<file path="config.mk">
export PLATFORM = sky130hd
export DESIGN_NAME = external_interrupt_latch
export DESIGN_NICKNAME = d
export VERILOG_FILES = /design/src/common/ext_int_pkg.sv /design/src/hdl/external_interrupt_latch.sv
export SDC_FILE = /design/constraint.sdc
export NUM_CORES = 1
export LEC_CHECK = 0
export ABC_AREA = 1
export BUFFER_PORTS_ARGS = -buffer_cell sky130_fd_sc_hd__buf_4
export CAP_MARGIN = 20
export CORE_AREA = 2 2 62 64
export CTS_CLUSTER_SIZE = 20
export DETAILED_ROUTE_END_ITERATION = 7
export DIE_AREA = 0 0 64 66
export HOLD_SLACK_MARGIN = 0.08
export PLACE_DENSITY = 0.76
export SLEW_MARGIN = 20
export SYNTH_ARGS = -nofsm -noshare
export SYNTH_HDL_FRONTEND = slang
export SYNTH_SLANG_ARGS = --single-unit
</file>
<file path="constraint.sdc">
create_clock -name i_clk -period 0.8 [get_ports i_clk]
set_input_delay 0.16 -clock i_clk [delete_from_list [all_inputs] [get_ports i_clk]]
set_output_delay 0.16 -clock i_clk [all_outputs]
set_load 0.01 [all_outputs]
</file>
<file path="src/common/ext_int_pkg.sv">
// Purpose: Shared constants for the external interrupt latch
// Assumes: 32-bit Avalon-MM data, byte addresses, 8-bit registers in low bits
// Notes: Register bit layout is fixed here; the bench stat() function repeats it as literal bits
package ext_int_pkg;
    localparam int ADDR_W = 8;
    localparam int DATA_W = 32;
    localparam logic [7:0] OPTION_CTRL_OFS = 8'h1C;
    localparam logic [7:0] STATUS_CTRL_OFS = 8'h20;
    // Status/control fields
    localparam int STAT_MODE_BIT = 0;
    localparam int STAT_MASK_BIT = 1;
    localparam int STAT_ACK_BIT = 2;
    localparam int STAT_PEND_BIT = 3;
    // Option/control fields
    localparam int OPT_PULLUP_DIS_BIT = 0;
    localparam int OPT_SHARED_IE_BIT = 1;
    localparam int OPT_SHARED_FLAG_BIT = 2;
    // Reset values
    localparam logic RST_MODE = 1'b0;
    localparam logic RST_MASK = 1'b0;
    localparam logic RST_PULLUP_DIS = 1'b0;
    localparam logic RST_SHARED_IE = 1'b0;
    localparam logic [DATA_W-1:0] RST_RDATA = 32'h0000_0000;
    // Vector pair taken by the CPU for this source
    localparam logic [15:0] VECTOR_HI_ADDR = 16'hFFF8;
    localparam logic [15:0] VECTOR_LO_ADDR = 16'hFFF9;
endpackage

</file>
<file path="src/hdl/external_interrupt_latch.sv">
// Purpose: External interrupt latch for a dedicated pin and a shared port pin
// Assumes: Pins are asynchronous; CPU strobes arrive on i_clk
// Notes: Registers reached over Avalon-MM, one wait state per access
//
// Function
// Falling edge on dedicated active-low pin sets the interrupt latch.
// CPU vector fetch acknowledges and clears the latch.
// Writing 1 to write-only acknowledge bit clears latch; bit reads 0.
// Reset clears latch and sensitivity bit, even with pin held low; here a pin held low sets the latch again just after reset release.
// Sensitivity bit 1 means edges plus low levels; 0 means edges only.
// Edge-only mode: request holds until fetch, acknowledge or reset.
// Level mode: clears after acknowledge and pin high, either order.
// Acknowledge never blocks later edges; a new edge latches again.
// Mask bit 1 withholds the request from the priority logic.
// Mask bit is read/write, resets to 0.
// Serviced request makes the CPU fetch vector pair FFF8/FFF9.
// Read-only pending flag shows the latch regardless of mask.
// Shared pin is a source only when enabled and USB disabled.
// Shared pin events OR into the same latch and controls.
// Shared enable forces the shared pin to input with pullup.
// Shared flag sets on its falling edge when enabled; cleared on read.
// Pullup disable bit disconnects the dedicated pin pullup when 1.
// In break state acknowledge acts only when break clear enable is 1.
// Dedicated pin level goes to the CPU for branch-on-level tests.
// Software should mask requests in the level-mode service routine.
// Both pins are synchronised, edges found from consecutive samples.
//
// Chosen here: the Avalon-MM register port.
`timescale 1ns/1ns
module external_interrupt_latch
    import ext_int_pkg::*;
(
    input wire logic i_clk,
    input wire logic i_rst_b,
    input wire logic [ADDR_W-1:0] i_avs_address,
    input wire logic i_avs_read,
    input wire logic i_avs_write,
    input wire logic [DATA_W-1:0] i_avs_writedata,
    input wire logic [3:0] i_avs_byteenable,
    output logic [DATA_W-1:0] o_avs_readdata,
    output logic o_avs_waitrequest,
    input wire logic i_irq_pin_b,
    input wire logic i_shared_port_pin,
    input wire logic i_usb_module_enable,
    input wire logic i_vector_fetch,
    input wire logic i_break_state,
    input wire logic i_break_clear_enable,
    output logic o_int_request,
    output logic o_pin_level,
    output logic o_pin_pullup_en,
    output logic o_shared_pin_pullup_en,
    output logic o_shared_pin_force_input
);
    logic rst_meta_r;
    logic rst_sync_b_r;
    logic irq_meta_r;
    logic irq_sync_r;
    logic irq_prev_r;
    logic sh_meta_r;
    logic sh_sync_r;
    logic sh_prev_r;
    logic wait_r;
    logic mode_r;
    logic mask_r;
    logic pullup_dis_r;
    logic shared_ie_r;
    logic shared_flag_r;
    logic latch_r;
    logic ack_seen_r;
    logic shared_active;
    logic irq_edge;
    logic sh_edge;
    logic any_edge;
    logic level_low;
    logic wr_done;
    logic rd_take;
    logic rd_done;
    logic ack_wr;
    logic ack_any;
    logic sel_stat;
    logic sel_opt;

    // Reset release through two stages; assertion stays asynchronous
    always_ff @(posedge i_clk or negedge i_rst_b) begin
        if (!i_rst_b) begin
            rst_meta_r <= 1'b0;
            rst_sync_b_r <= 1'b0;
        end else begin
            rst_meta_r <= 1'b1;
            rst_sync_b_r <= rst_meta_r;
        end
    end

    // Pin synchronisers; the meta stages feed only the next stage
    always_ff @(posedge i_clk or negedge rst_sync_b_r) begin
        if (!rst_sync_b_r) begin
            irq_meta_r <= 1'b1;
            irq_sync_r <= 1'b1;
            irq_prev_r <= 1'b1;
            sh_meta_r <= 1'b1;
            sh_sync_r <= 1'b1;
            sh_prev_r <= 1'b1;
        end else begin
            irq_meta_r <= i_irq_pin_b;
            irq_sync_r <= irq_meta_r;
            irq_prev_r <= irq_sync_r;
            sh_meta_r <= i_shared_port_pin;
            sh_sync_r <= sh_meta_r;
            sh_prev_r <= sh_sync_r;
        end
    end

    assign shared_active = shared_ie_r & ~i_usb_module_enable;
    assign irq_edge = irq_prev_r & ~irq_sync_r;
    assign sh_edge = sh_prev_r & ~sh_sync_r;
    assign any_edge = irq_edge | (shared_active & sh_edge);
    assign level_low = ~irq_sync_r | (shared_active & ~sh_sync_r);

    // Bus decode; accesses complete in the cycle waitrequest is low
    assign sel_stat = (i_avs_address == STATUS_CTRL_OFS);
    assign sel_opt = (i_avs_address == OPTION_CTRL_OFS);
    assign wr_done = i_avs_write & ~wait_r & i_avs_byteenable[0];
    assign rd_take = i_avs_read & wait_r;
    assign rd_done = i_avs_read & ~wait_r;
    assign ack_wr = wr_done & sel_stat & i_avs_writedata[STAT_ACK_BIT];
    // Break state blocks the acknowledge write unless clearing is enabled; vector fetch still clears
    assign ack_any = i_vector_fetch
                   | (ack_wr & (~i_break_state | i_break_clear_enable));

    always_ff @(posedge i_clk or negedge rst_sync_b_r) begin
        if (!rst_sync_b_r) begin
            wait_r <= 1'b1;
        end else begin
            wait_r <= ~((i_avs_read | i_avs_write) & wait_r);
        end
    end

    // Read data captured one edge before it is presented
    always_ff @(posedge i_clk or negedge rst_sync_b_r) begin
        if (!rst_sync_b_r) begin
            o_avs_readdata <= RST_RDATA;
        end else if (rd_take) begin
            o_avs_readdata <= RST_RDATA;
            if (sel_stat) begin
                o_avs_readdata[STAT_MODE_BIT] <= mode_r;
                o_avs_readdata[STAT_MASK_BIT] <= mask_r;
                o_avs_readdata[STAT_ACK_BIT] <= 1'b0;
                o_avs_readdata[STAT_PEND_BIT] <= latch_r;
            end else if (sel_opt) begin
                o_avs_readdata[OPT_PULLUP_DIS_BIT] <= pullup_dis_r;
                o_avs_readdata[OPT_SHARED_IE_BIT] <= shared_ie_r;
                o_avs_readdata[OPT_SHARED_FLAG_BIT] <= shared_flag_r;
            end
        end
    end

    // Software control bits
    always_ff @(posedge i_clk or negedge rst_sync_b_r) begin
        if (!rst_sync_b_r) begin
            mode_r <= RST_MODE;
            mask_r <= RST_MASK;
            pullup_dis_r <= RST_PULLUP_DIS;
            shared_ie_r <= RST_SHARED_IE;
        end else if (wr_done) begin
            if (sel_stat) begin
                mode_r <= i_avs_writedata[STAT_MODE_BIT];
                mask_r <= i_avs_writedata[STAT_MASK_BIT];
            end
            if (sel_opt) begin
                pullup_dis_r <= i_avs_writedata[OPT_PULLUP_DIS_BIT];
                shared_ie_r <= i_avs_writedata[OPT_SHARED_IE_BIT];
            end
        end
    end

    // Only a flag value actually returned is cleared, so a new edge survives
    always_ff @(posedge i_clk or negedge rst_sync_b_r) begin
        if (!rst_sync_b_r) begin
            shared_flag_r <= 1'b0;
        end else if (shared_ie_r & sh_edge) begin
            shared_flag_r <= 1'b1;
        end else if (rd_done & sel_opt & o_avs_readdata[OPT_SHARED_FLAG_BIT]) begin
            shared_flag_r <= 1'b0;
        end
    end

    // Interrupt latch; a new edge always wins over any clear
    always_ff @(posedge i_clk or negedge rst_sync_b_r) begin
        if (!rst_sync_b_r) begin
            latch_r <= 1'b0;
            ack_seen_r <= 1'b0;
        end else if (any_edge) begin
            latch_r <= 1'b1;
            ack_seen_r <= 1'b0;
        end else if (mode_r) begin
            if ((ack_any | ack_seen_r) & ~level_low) begin
                latch_r <= 1'b0;
                ack_seen_r <= 1'b0;
            end else if (ack_any & latch_r) begin
                ack_seen_r <= 1'b1;
            end
        end else begin
            ack_seen_r <= 1'b0;
            if (ack_any) begin
                latch_r <= 1'b0;
            end
        end
    end

    // Outputs to the CPU, pads and pullups
    always_ff @(posedge i_clk or negedge rst_sync_b_r) begin
        if (!rst_sync_b_r) begin
            o_int_request <= 1'b0;
            o_pin_level <= 1'b1;
            o_pin_pullup_en <= 1'b0;
            o_shared_pin_pullup_en <= 1'b0;
            o_shared_pin_force_input <= 1'b0;
        end else begin
            o_int_request <= latch_r & ~mask_r;
            o_pin_level <= irq_sync_r;
            o_pin_pullup_en <= ~pullup_dis_r;
            o_shared_pin_pullup_en <= shared_ie_r;
            o_shared_pin_force_input <= shared_ie_r;
        end
    end

    assign o_avs_waitrequest = wait_r;
endmodule

</file>
# After elaboration in Yosys (flattened, before gate mapping)
# Cells that the tools add are included.
[classes]
n_bitwise = 34
n_mux = 13
n_eq_ne = 4
n_reduce_logical = 5
[op_table]
columns = ["cell", "count"]
rows = [
  ["$and 1x1->1", 19],
  ["$mux 1", 11],
  ["$not 1->1", 9],
  ["$eq 8x5->1 const B", 1],
  ["$eq 8x6->1 const B", 1],
  ["$mux 3", 2],
  ["$or 1x1->1", 6],
  ["$reduce_and 2->1", 3],
  ["$ne 4x1->1 const B", 1],
  ["$ne 3x1->1 const B", 1],
  ["$reduce_bool 3->1", 1],
  ["$reduce_bool 2->1", 1],
]
[totals]
ff_bits = 23
word_cells = 76
out_inout_bits = 38
in_bits = 54

# Logic depth before layout (Yosys ltp)
# Gate-level depths: netlist of the first run.
[logic_depth]
word_depth = 12
ltp_mapped = 11
ltp_nobuf = 11

# Worst setup path after synthesis of the first run
# OpenSTA, ideal clock, no wires.
[synth_timing]
path_kind = "reg2reg"
start = "register shared_ie_r"
end = "register latch_r"
path_buffers = 0
synth_period_minus_slack_ps = 1194
stages_incl_launch_ff = 9
setup_ps = 117
slack_ps = -394
required_ps = 683
t_arrival_ps = 1077
path_cell_list = "dfrtp_1 -> inv_1 -> or2_1 -> o21ai_0 -> nor2_2 -> nand2_2 -> nand2_1 -> nand2_1 -> nand2_1"
[synth_via]
elab_chain_len = 7
elab_cells_between_ends = 11
cone_classes = "eq/ne (1); mux (1); bitwise (7); reduce/logical (2)"
[synth_lines]
columns = ["item", "line_no", "rtl"]
rows = [
  ["from (decl)", "external_interrupt_latch.sv:66", "logic shared_ie_r;"],
  ["from (signal assigned)", "external_interrupt_latch.sv:171", "shared_ie_r <= i_avs_writedata[OPT_SHARED_IE_BIT];"],
  ["$and 1x1->1 *", "external_interrupt_latch.sv:113", "assign shared_active = shared_ie_r & ~i_usb_module_enable;"],
  ["$and 1x1->1", "external_interrupt_latch.sv:117", "assign level_low = ~irq_sync_r | (shared_active & ~sh_sync_r);"],
  ["$or 1x1->1", "external_interrupt_latch.sv:117", ""],
  ["$not 1->1", "external_interrupt_latch.sv:196", "if ((ack_any | ack_seen_r) & ~level_low) begin"],
  ["$and 1x1->1", "external_interrupt_latch.sv:196", ""],
  ["$ne 3x1->1 (no source line)", "n/a", ""],
  ["$reduce_and 2->1 (no source line)", "n/a", ""],
  ["to (signal assigned)", "external_interrupt_latch.sv:193", "latch_r <= 1'b1;"],
  ["to (signal assigned)", "external_interrupt_latch.sv:197", "latch_r <= 1'b0;"],
  ["to (signal assigned)", "external_interrupt_latch.sv:205", "latch_r <= 1'b0;"],
  ["to (decl)", "external_interrupt_latch.sv:68", "logic latch_r;"],
]
# Every way passes the cells marked *; elsewhere a longest branch is shown, timed or not.
# A chain may end at the register's enable or synchronous reset.

# Worst setup path after layout of the first run
[layout_timing]
start = "register wait_r, in the netlist o_avs_waitrequest"
end = "output o_avs_waitrequest"
[layout_rtl]
columns = ["item", "line_no", "rtl"]
rows = [
  ["from (decl)", "external_interrupt_latch.sv:62", "logic wait_r;"],
  ["from (signal assigned)", "external_interrupt_latch.sv:134", "wait_r <= ~((i_avs_read | i_avs_write) & wait_r);"],
  ["to (decl)", "external_interrupt_latch.sv:41", "output logic o_avs_waitrequest,"],
]
# No word-level cell between the ends.

==> summary.md, run 1 <==
| Metric | Value |
|---|---|
| Fin crit period | `1.22 ns` |
| Pint | `1680 uW` |
| Utilization after layout | `0.475` |
| YS warnings | `0` |
| ANT nets after route | `0` |
| Hold Path Cell Cnt | `3` |
| Initial antenna violation count | `0` |
| Largest net degree at the start of global routing | `22` |
| Startpoint Class | `flip-flop` |
| Synth top cells by count | `buf_4 (29), nand2_1 (20), dfrtp_1 (16)` |
| Die Ht | `66 um` |
| Final Slew Violations | `0` |
| Dpl ws | `-0.356 ns` |
| Clk_lat worst skew | `0.31 ns` |
| Top_reg_cell synth | `dfrtp_1` |
| Hold EP | `mode_r$_DFFE_PN0N_` |
| Die span in x | `64 um` |
| Reg2reg start | `shared_ie_r$_DFFE_PN0P_` |
| Critical path class | `flip-flop to output pin` |
| Wire per inst | `8.92 um` |
| Mean Syn Cell Area | `9.10 sq um` |
| GRT Total Usage | `0.107` |
| Setup crit end kind | `output pin` |
| DP HPWL | `1610 um` |
| TritonCTS clock tree | `done` |
| Final hold vios | `0` |
| Root Driver | `clkbuf_4` |
| Post-synthesis sequential area ratio | `0.494` |
| Number of vias per cell | `3.83` |
| Hold WC Path Type | `input pin to flip-flop` |
| Most numerous cell in the Yosys netlist | `buf_4` |
| Max IR drop VDD | `1.40 mV` |
| Slowest stage delay, CP | `0.63 ns` |
| Max reg flops | `4` |
| Status | `finished with violations` |
| Crit path DAT | `1.06 ns` |
| Vias in the first global route | `820` |
| Grt total ovfl | `0` |
| Min-delay src | `i_avs_writedata[0]` |
| FILL cells | `347` |
| Failing checks | `setup timing` |
| First DRT Iteration DRCs | `23` |
| Clock-pin slew on the worst setup and hold paths | `0.13 ns` |
| Max Freq | `821 MHz` |
| PwrDens | `1380 nW/um^2` |
| Port Buffer Count | `31` |
| Multi-input combinational cell area | `512 sq um` |
| Synth-to-Final Area Change | `42.4%` |
| Post-Syn Area | `1180 sq um` |
| Initial core utilization | `0.333` |
| R2R depth | `8` |
| CP required | `0.64 ns` |
| Ys async rst share | `1.00` |
| Combinational share of power | `0.213` |
| Antenna fix cells | `0` |
| DRC violations left | `0` |
| Synth area leader | `dfrtp_1` |
| Count of cell types in the netlist | `20` |
| Bufs on Longest Clock Path | `2` |
| First-pass GRT wire length | `3580 um` |
| # setup viols final | `21` |
| Total wire length | `2030 um` |
| Number of synthesized flops with an enable pin | `0` |
| Crit. Startpoint | `o_avs_waitrequest$_DFF_PN1_` |
| Max cap viols | `0` |
| Top delay family on crit path | `flip-flops` |
| Setup TNS | `-5.48 ns` |
| Slowest CP cell | `dfstp_2` |
| Worst path cell trace | `buf_6` |
| Final period util | `1.52` |
| Ports | `92` |
| Core area | `3550 sq um` |
| RePlAce Congestion | `0.778` |
| Register area | `584 sq um` |
| Critical path fanouts, max | `5` |
| RSZ-0062 raised after global routing | `yes` |
| Reg2reg setup slack | `-0.36 ns` |
| H-tree depth | `1` |
| Setup Skew | `0.00505 ns` |
| CP bufs+invs | `1` |
| DR vias | `870` |
| Final worst slack | `-0.419 ns` |
| Sequential power share | `0.555` |
| Clock share of power | `0.232` |
| Synth area leaders | `dfrtp_1 (34%), buf_4 (18%), dfstp_2 (16%), nand2_1 (6.3%), inv_1 (4.8%)` |
| Rows | `22` |
| Sw power | `643 uW` |
| Nets | `234` |
| Synth top area share | `0.338` |
| Reg2reg end | `latch_r$_DFFE_PN0P_` |
| Grt met1 use | `0.130` |
| Die area | `4220 sq um` |
| Cells after Synth | `130` |
| Met2 Use GR | `0.186` |
| Grt peak-use layer | `met2` |
| Largest Register | `o_avs_readdata` |
| Layout cells sized above 1 | `0.475` |
| Number of buffers created by CTS | `3` |
| CTS sink cnt | `23` |
| Switching portion of total power | `0.277` |
| First-pass DRT Iterations | `4` |
| Grt met3 use | `0.0392` |
| P_leak | `0.000842 uW` |
| Flops & latches, synth | `23` |
-- cells by family after synthesis --
| logic type | synth area share |
|---|---|
| buf+inv | 0.238 |
| simple gates | 0.197 |
| flops | 0.494 |
| compound gates | 0.0655 |
| other cells | 0.00634 |
-- worst min-delay path: stages --
cell     delay (ns)
buf_4          0.07
inv_1          0.04
o21ai_1        0.11
-- metal layers --
layer  vias up  part of all wire  routed length, um
met4         0            0.0040                  8
met2        32              0.52               1050
li1        437                 -                  -
met3         2             0.073                148
met1       399              0.40                814
met5         -                 0                  0
-- layout make-up --
class / instances / area share
clock buffer: 3 / 0.0134
clock inverter: 1 / 0.00445
inverter: 17 / 0.0408
multi-input combinational: 88 / 0.304
sequential: 23 / 0.347
tap: 48 / 0.0356
timing repair buffer: 47 / 0.255
-- worst max-delay path by stage --
stage | end | slack [ns] | cells after the start
final | o_avs_waitrequest | -0.42 | 1
after global placement | latch_r$_DFFE_PN0P_ | -0.34 | 11
after floorplan | latch_r$_DFFE_PN0P_ | -0.30 | 8
after detailed placement | latch_r$_DFFE_PN0P_ | -0.36 | 11
after CTS | o_pin_level | -0.43 | 2
after global routing | latch_r$_DFFE_PN0P_ | -0.46 | 8
-- timing repair --
item / in CTS / in global routing
endpoints found under the setup margin: 21 / 22
hold endpoints to repair: 5 / 0
setup buffers: 3 / 1
pin swaps: 5 / 7
gates cloned: 0 / 0
hold buffers: 5 / 0
resized for setup: 16 / 16
-- stage by stage --
step           total power (uW)  hold WS, ns  instance area [sq um]  instances
2_1_floorplan              1590       -0.136                   1330        157
3_3_place_gp               1690      -0.0568                   1470        214
3_5_place_dp               1700      -0.0564                   1470        214
4_1_cts                    2320        0.103                   1630        226
5_1_grt                    2470       0.0951                   1690        227
6_report                   2320        0.116                   1690        227
-- placed cells by master (no fill, tap or decap) --
| cell | instances |
|---|---|
| dfrtp_1 | 16 |
| nand3_1 | 2 |
| inv_2 | 4 |
| o21ai_2 | 2 |
| nand3b_1 | 1 |
| dfstp_2 | 7 |
| o21ai_4 | 1 |
| buf_12 | 1 |
| o21ai_1 | 6 |
| a21oi_2 | 2 |
| conb_1 | 29 |
| buf_6 | 14 |
| inv_6 | 1 |
| nor4_4 | 1 |
| a21boi_0 | 1 |
| nand2_2 | 7 |
| clkbuf_4 | 3 |
| nand3_2 | 3 |
| nor2_1 | 4 |
| nand2_4 | 2 |
| nand2_8 | 1 |
| nand2_1 | 15 |
| inv_1 | 12 |
| dlygate4sd3_1 | 5 |
| clkinvlp_4 | 1 |
| buf_4 | 27 |
| nor2_4 | 4 |
| or2_4 | 1 |
| a21oi_1 | 3 |
| nor2_2 | 3 |
-- power groups by stage --
stage               clock [uW]  sequential (uW)  combinational, uW
global placement             0             1300                395
CTS                        577             1290                462
global route               631             1300                542
finish                     540             1290                495
detailed placement           0             1300                400
floorplan                    0             1320                269
(Power assumes the default switching activity.)
==> inputs of run 2 (changes only) <==
--- a/config.mk
+++ b/config.mk
@@ -8,12 +8,14 @@
 export ABC_AREA = 1
 export BUFFER_PORTS_ARGS = -buffer_cell sky130_fd_sc_hd__buf_4
 export CAP_MARGIN = 20
-export CORE_AREA = 2 2 62 64
+export CELL_PAD_IN_SITES_DETAIL_PLACEMENT = 1
+export CELL_PAD_IN_SITES_GLOBAL_PLACEMENT = 1
+export CORE_AREA = 2 2 74 76
 export CTS_CLUSTER_SIZE = 20
 export DETAILED_ROUTE_END_ITERATION = 7
-export DIE_AREA = 0 0 64 66
+export DIE_AREA = 0 0 76 78
 export HOLD_SLACK_MARGIN = 0.08
-export PLACE_DENSITY = 0.76
+export PLACE_DENSITY = 0.77
 export SLEW_MARGIN = 20
 export SYNTH_ARGS = -nofsm -noshare
 export SYNTH_HDL_FRONTEND = slang
==> run 2 against run 1 <==
The flow still finishes with violations (setup timing). Critical path type is now flip-flop to flip-flop. Wire length grew 26%. Critical path depth grew 7. Final cell count grew 11%. Largest power group unchanged.
==> summary.md, run 2 (synthesis results as in run 1) <==
| Metric | Value |
|---|---|
| Post-DP Area | `1520 sq um (+3.4%)` |
| Final Slew Violations | `0 (unchanged)` |
| Pint | `1860 uW (+11%)` |
| Finished Cell Area | `1780 sq um (+5.3%)` |
| DR vias | `923 (+6.1%)` |
| Nets | `238 (+1.7%)` |
| Vias in the first global route | `938 (+14%)` |
| Max reg flops | `4 (unchanged)` |
| Bufs on Longest Clock Path | `2 (unchanged)` |
| Crit path DAT | `1.36 ns (+0.30 ns)` |
| ANT nets after route | `0 (unchanged)` |
| Die span in x | `76 um (+19%)` |
| Grt total ovfl | `0 (unchanged)` |
| Hold WC Path Type | `input pin to flip-flop` |
| GRT Total Usage | `0.0844 (-0.0230)` |
| CTS sink cnt | `23 (unchanged)` |
| Initial antenna violation count | `0 (unchanged)` |
| Clock share of power | `0.283 (+0.051)` |
| Die area | `5930 sq um (+40%)` |
| Final period util | `1.44 (-0.0846)` |
| Final hold vios | `0 (unchanged)` |
| Rows | `26 (+18%)` |
| Clock-pin slew on the worst setup and hold paths | `0.08 ns (-0.05 ns)` |
| Max Freq | `869 MHz (+5.9%)` |
| Startpoint Class | `flip-flop` |
| Final worst slack | `-0.351 ns (+0.0677 ns)` |
| Fin crit period | `1.15 ns (-0.0677 ns)` |
| Sequential power share | `0.509 (-0.046)` |
| Synth-to-Final Area Change | `50.0%` |
| TritonCTS clock tree | `done` |
| H-tree depth | `1 (unchanged)` |
| Ports | `92 (unchanged)` |
| Register area | `584 sq um (unchanged)` |
| Root Driver | `clkbuf_8` |
| Number of vias per cell | `3.65 (-4.8%)` |
| PwrDens | `1420 nW/um^2 (+3.2%)` |
| CP required | `1.01 ns (+0.37 ns)` |
| P_leak | `0.000861 uW (+2.2%)` |
| First DRT Iteration DRCs | `26 (+13%)` |
| Antenna fix cells | `0 (unchanged)` |
| Most frequent cells in the layout | `buf_4 (31), conb_1 (29), dfrtp_1 (16)` |
| Largest net degree at the start of global routing | `22 (unchanged)` |
| RSZ-0062 raised after global routing | `yes` |
| Total wire length | `2550 um (+26%)` |
| # setup viols final | `22 (+4.8%)` |
| Clk_lat worst skew | `0.26 ns (-0.05 ns)` |
| Core area | `5040 sq um (+42%)` |
| Combinational share of power | `0.209 (-0.004)` |
| FILL cells | `601 (+73%)` |
| Critical path class | `flip-flop to flip-flop` |
| Number of buffers created by CTS | `3 (unchanged)` |
| Max cap viols | `0 (unchanged)` |
| Layout cells sized above 1 | `0.486 (+0.0115)` |
| Die Ht | `78 um (+18%)` |
| Max IR drop VDD | `0.679 mV (-51%)` |
| First-pass GRT wire length | `4100 um (+14%)` |
| Largest Register | `o_avs_readdata` |
| Switching portion of total power | `0.262 (-0.0144)` |
| Status | `finished with violations` |
| Initial core utilization | `0.235 (-0.0986)` |
| DP HPWL | `1930 um (+20%)` |
| Tot Pwr | `2530 uW (+8.7%)` |
| Port Buffer Count | `31 (unchanged)` |
| Commonest non-fill, non-tap cell in the layout | `buf_4` |
| Sw power | `662 uW (+3.1%)` |
| Multi-input combinational cell area | `528 sq um (+3.2%)` |
| RePlAce Congestion | `0.765 (-1.6%)` |
| Failing checks | `setup timing` |
| Critical path fanouts, max | `5 (unchanged)` |
| DRC violations left | `0 (unchanged)` |
| Wire per inst | `10.1 um (+13%)` |
| Setup Skew | `0.00807 ns (+0.00302 ns)` |
| Setup crit end kind | `flip-flop` |
| First-pass DRT Iterations | `4 (unchanged)` |
## run 2: cell count changes in the layout (fill, tap and decap cells not counted), moves of 2 or more
cell	previous run	this run
clkbuf_8	0	3
o21ai_1	6	4
clkbuf_4	3	0
o21ai_2	2	4
buf_4	27	31
nand2_2	7	5
## run 2: worst max-delay path: stages (launching register included)
cell and delay (ns):
dfstp_2 0.61, nor2_4 0.07, nand3_2 0.08, nand3_2 0.08
nand2_2 0.07, nand2_2 0.05, nand2_1 0.05, nand2_1 0.04
nand2_1 0.05
## run 2: final timing paths
| check | from | to | slack (ns) | cells after the start |
|---|---|---|---|---|
| max in group asynchronous | rst_sync_b_r$_DFF_PN0_ | sh_sync_r$_DFF_PN1_ | 0.38 | 1 |
| worst min-delay path | i_avs_read | o_avs_waitrequest$_DFF_PN1_ | 0.11 | 2 |
| worst max register to register | o_avs_waitrequest$_DFF_PN1_ | latch_r$_DFFE_PN0P_ | -0.35 | 8 |
| worst max-delay path | o_avs_waitrequest$_DFF_PN1_ | latch_r$_DFFE_PN0P_ | -0.35 | 8 |
| min in group asynchronous | rst_sync_b_r$_DFF_PN0_ | o_shared_pin_force_input$_DFF_PN0_ | 0.19 | 1 |
| worst min register to register | rst_sync_b_r$_DFF_PN0_ | o_shared_pin_force_input$_DFF_PN0_ | 0.19 | 1 |
## run 2: stage by stage
step	instances	utilization	TNS [ns]	worst slack, ns	hold slack (ns)
5_1_grt	253	0.352	-5.77	-0.444	0.110
6_report	253	0.352	-4.84	-0.351	0.109
3_5_place_dp	239	0.301	-3.39	-0.383	-0.0561
3_3_place_gp	239	0.301	-3.10	-0.354	-0.0561
2_1_floorplan	157	-	-1.75	-0.298	-0.136
4_1_cts	252	0.337	-4.98	-0.354	0.0761
## run 2: timing repair
action / in CTS / in global routing
hold buffers: 4 / 0
buffers inserted: 5 / 1
resized for setup: 16 / 18
endpoints found under the hold margin: 5 / 0
endpoints found under the setup margin: 21 / 22
pin swaps: 6 / 8
## run 2: per-layer routing
metal	part of all wire	wire length (um)	vias up	track usage
met5	0	0	-	0
met2	0.53	1360	35	0.155
met1	0.40	1010	441	0.0979
met3	0.069	177	0	0.0279
met4	0	0	0	0.0109
li1	-	-	447	-
## run 2: cell type report
class                      count  share of cell area
clock buffer                   4              0.0254
inverter                      17              0.0388
multi-input combinational     88               0.297
sequential                    23               0.329
tap                           70              0.0493
timing repair buffer          51               0.260
## run 2: power by group through the flow
| stage | combinational, uW | sequential (uW) | clock [uW] |
|---|---|---|---|
| CTS | 481 | 1280 | 753 |
| global placement | 405 | 1300 | 0 |
| detailed placement | 411 | 1300 | 0 |
| floorplan | 269 | 1320 | 0 |
| finish | 527 | 1280 | 714 |
| global route | 578 | 1290 | 805 |
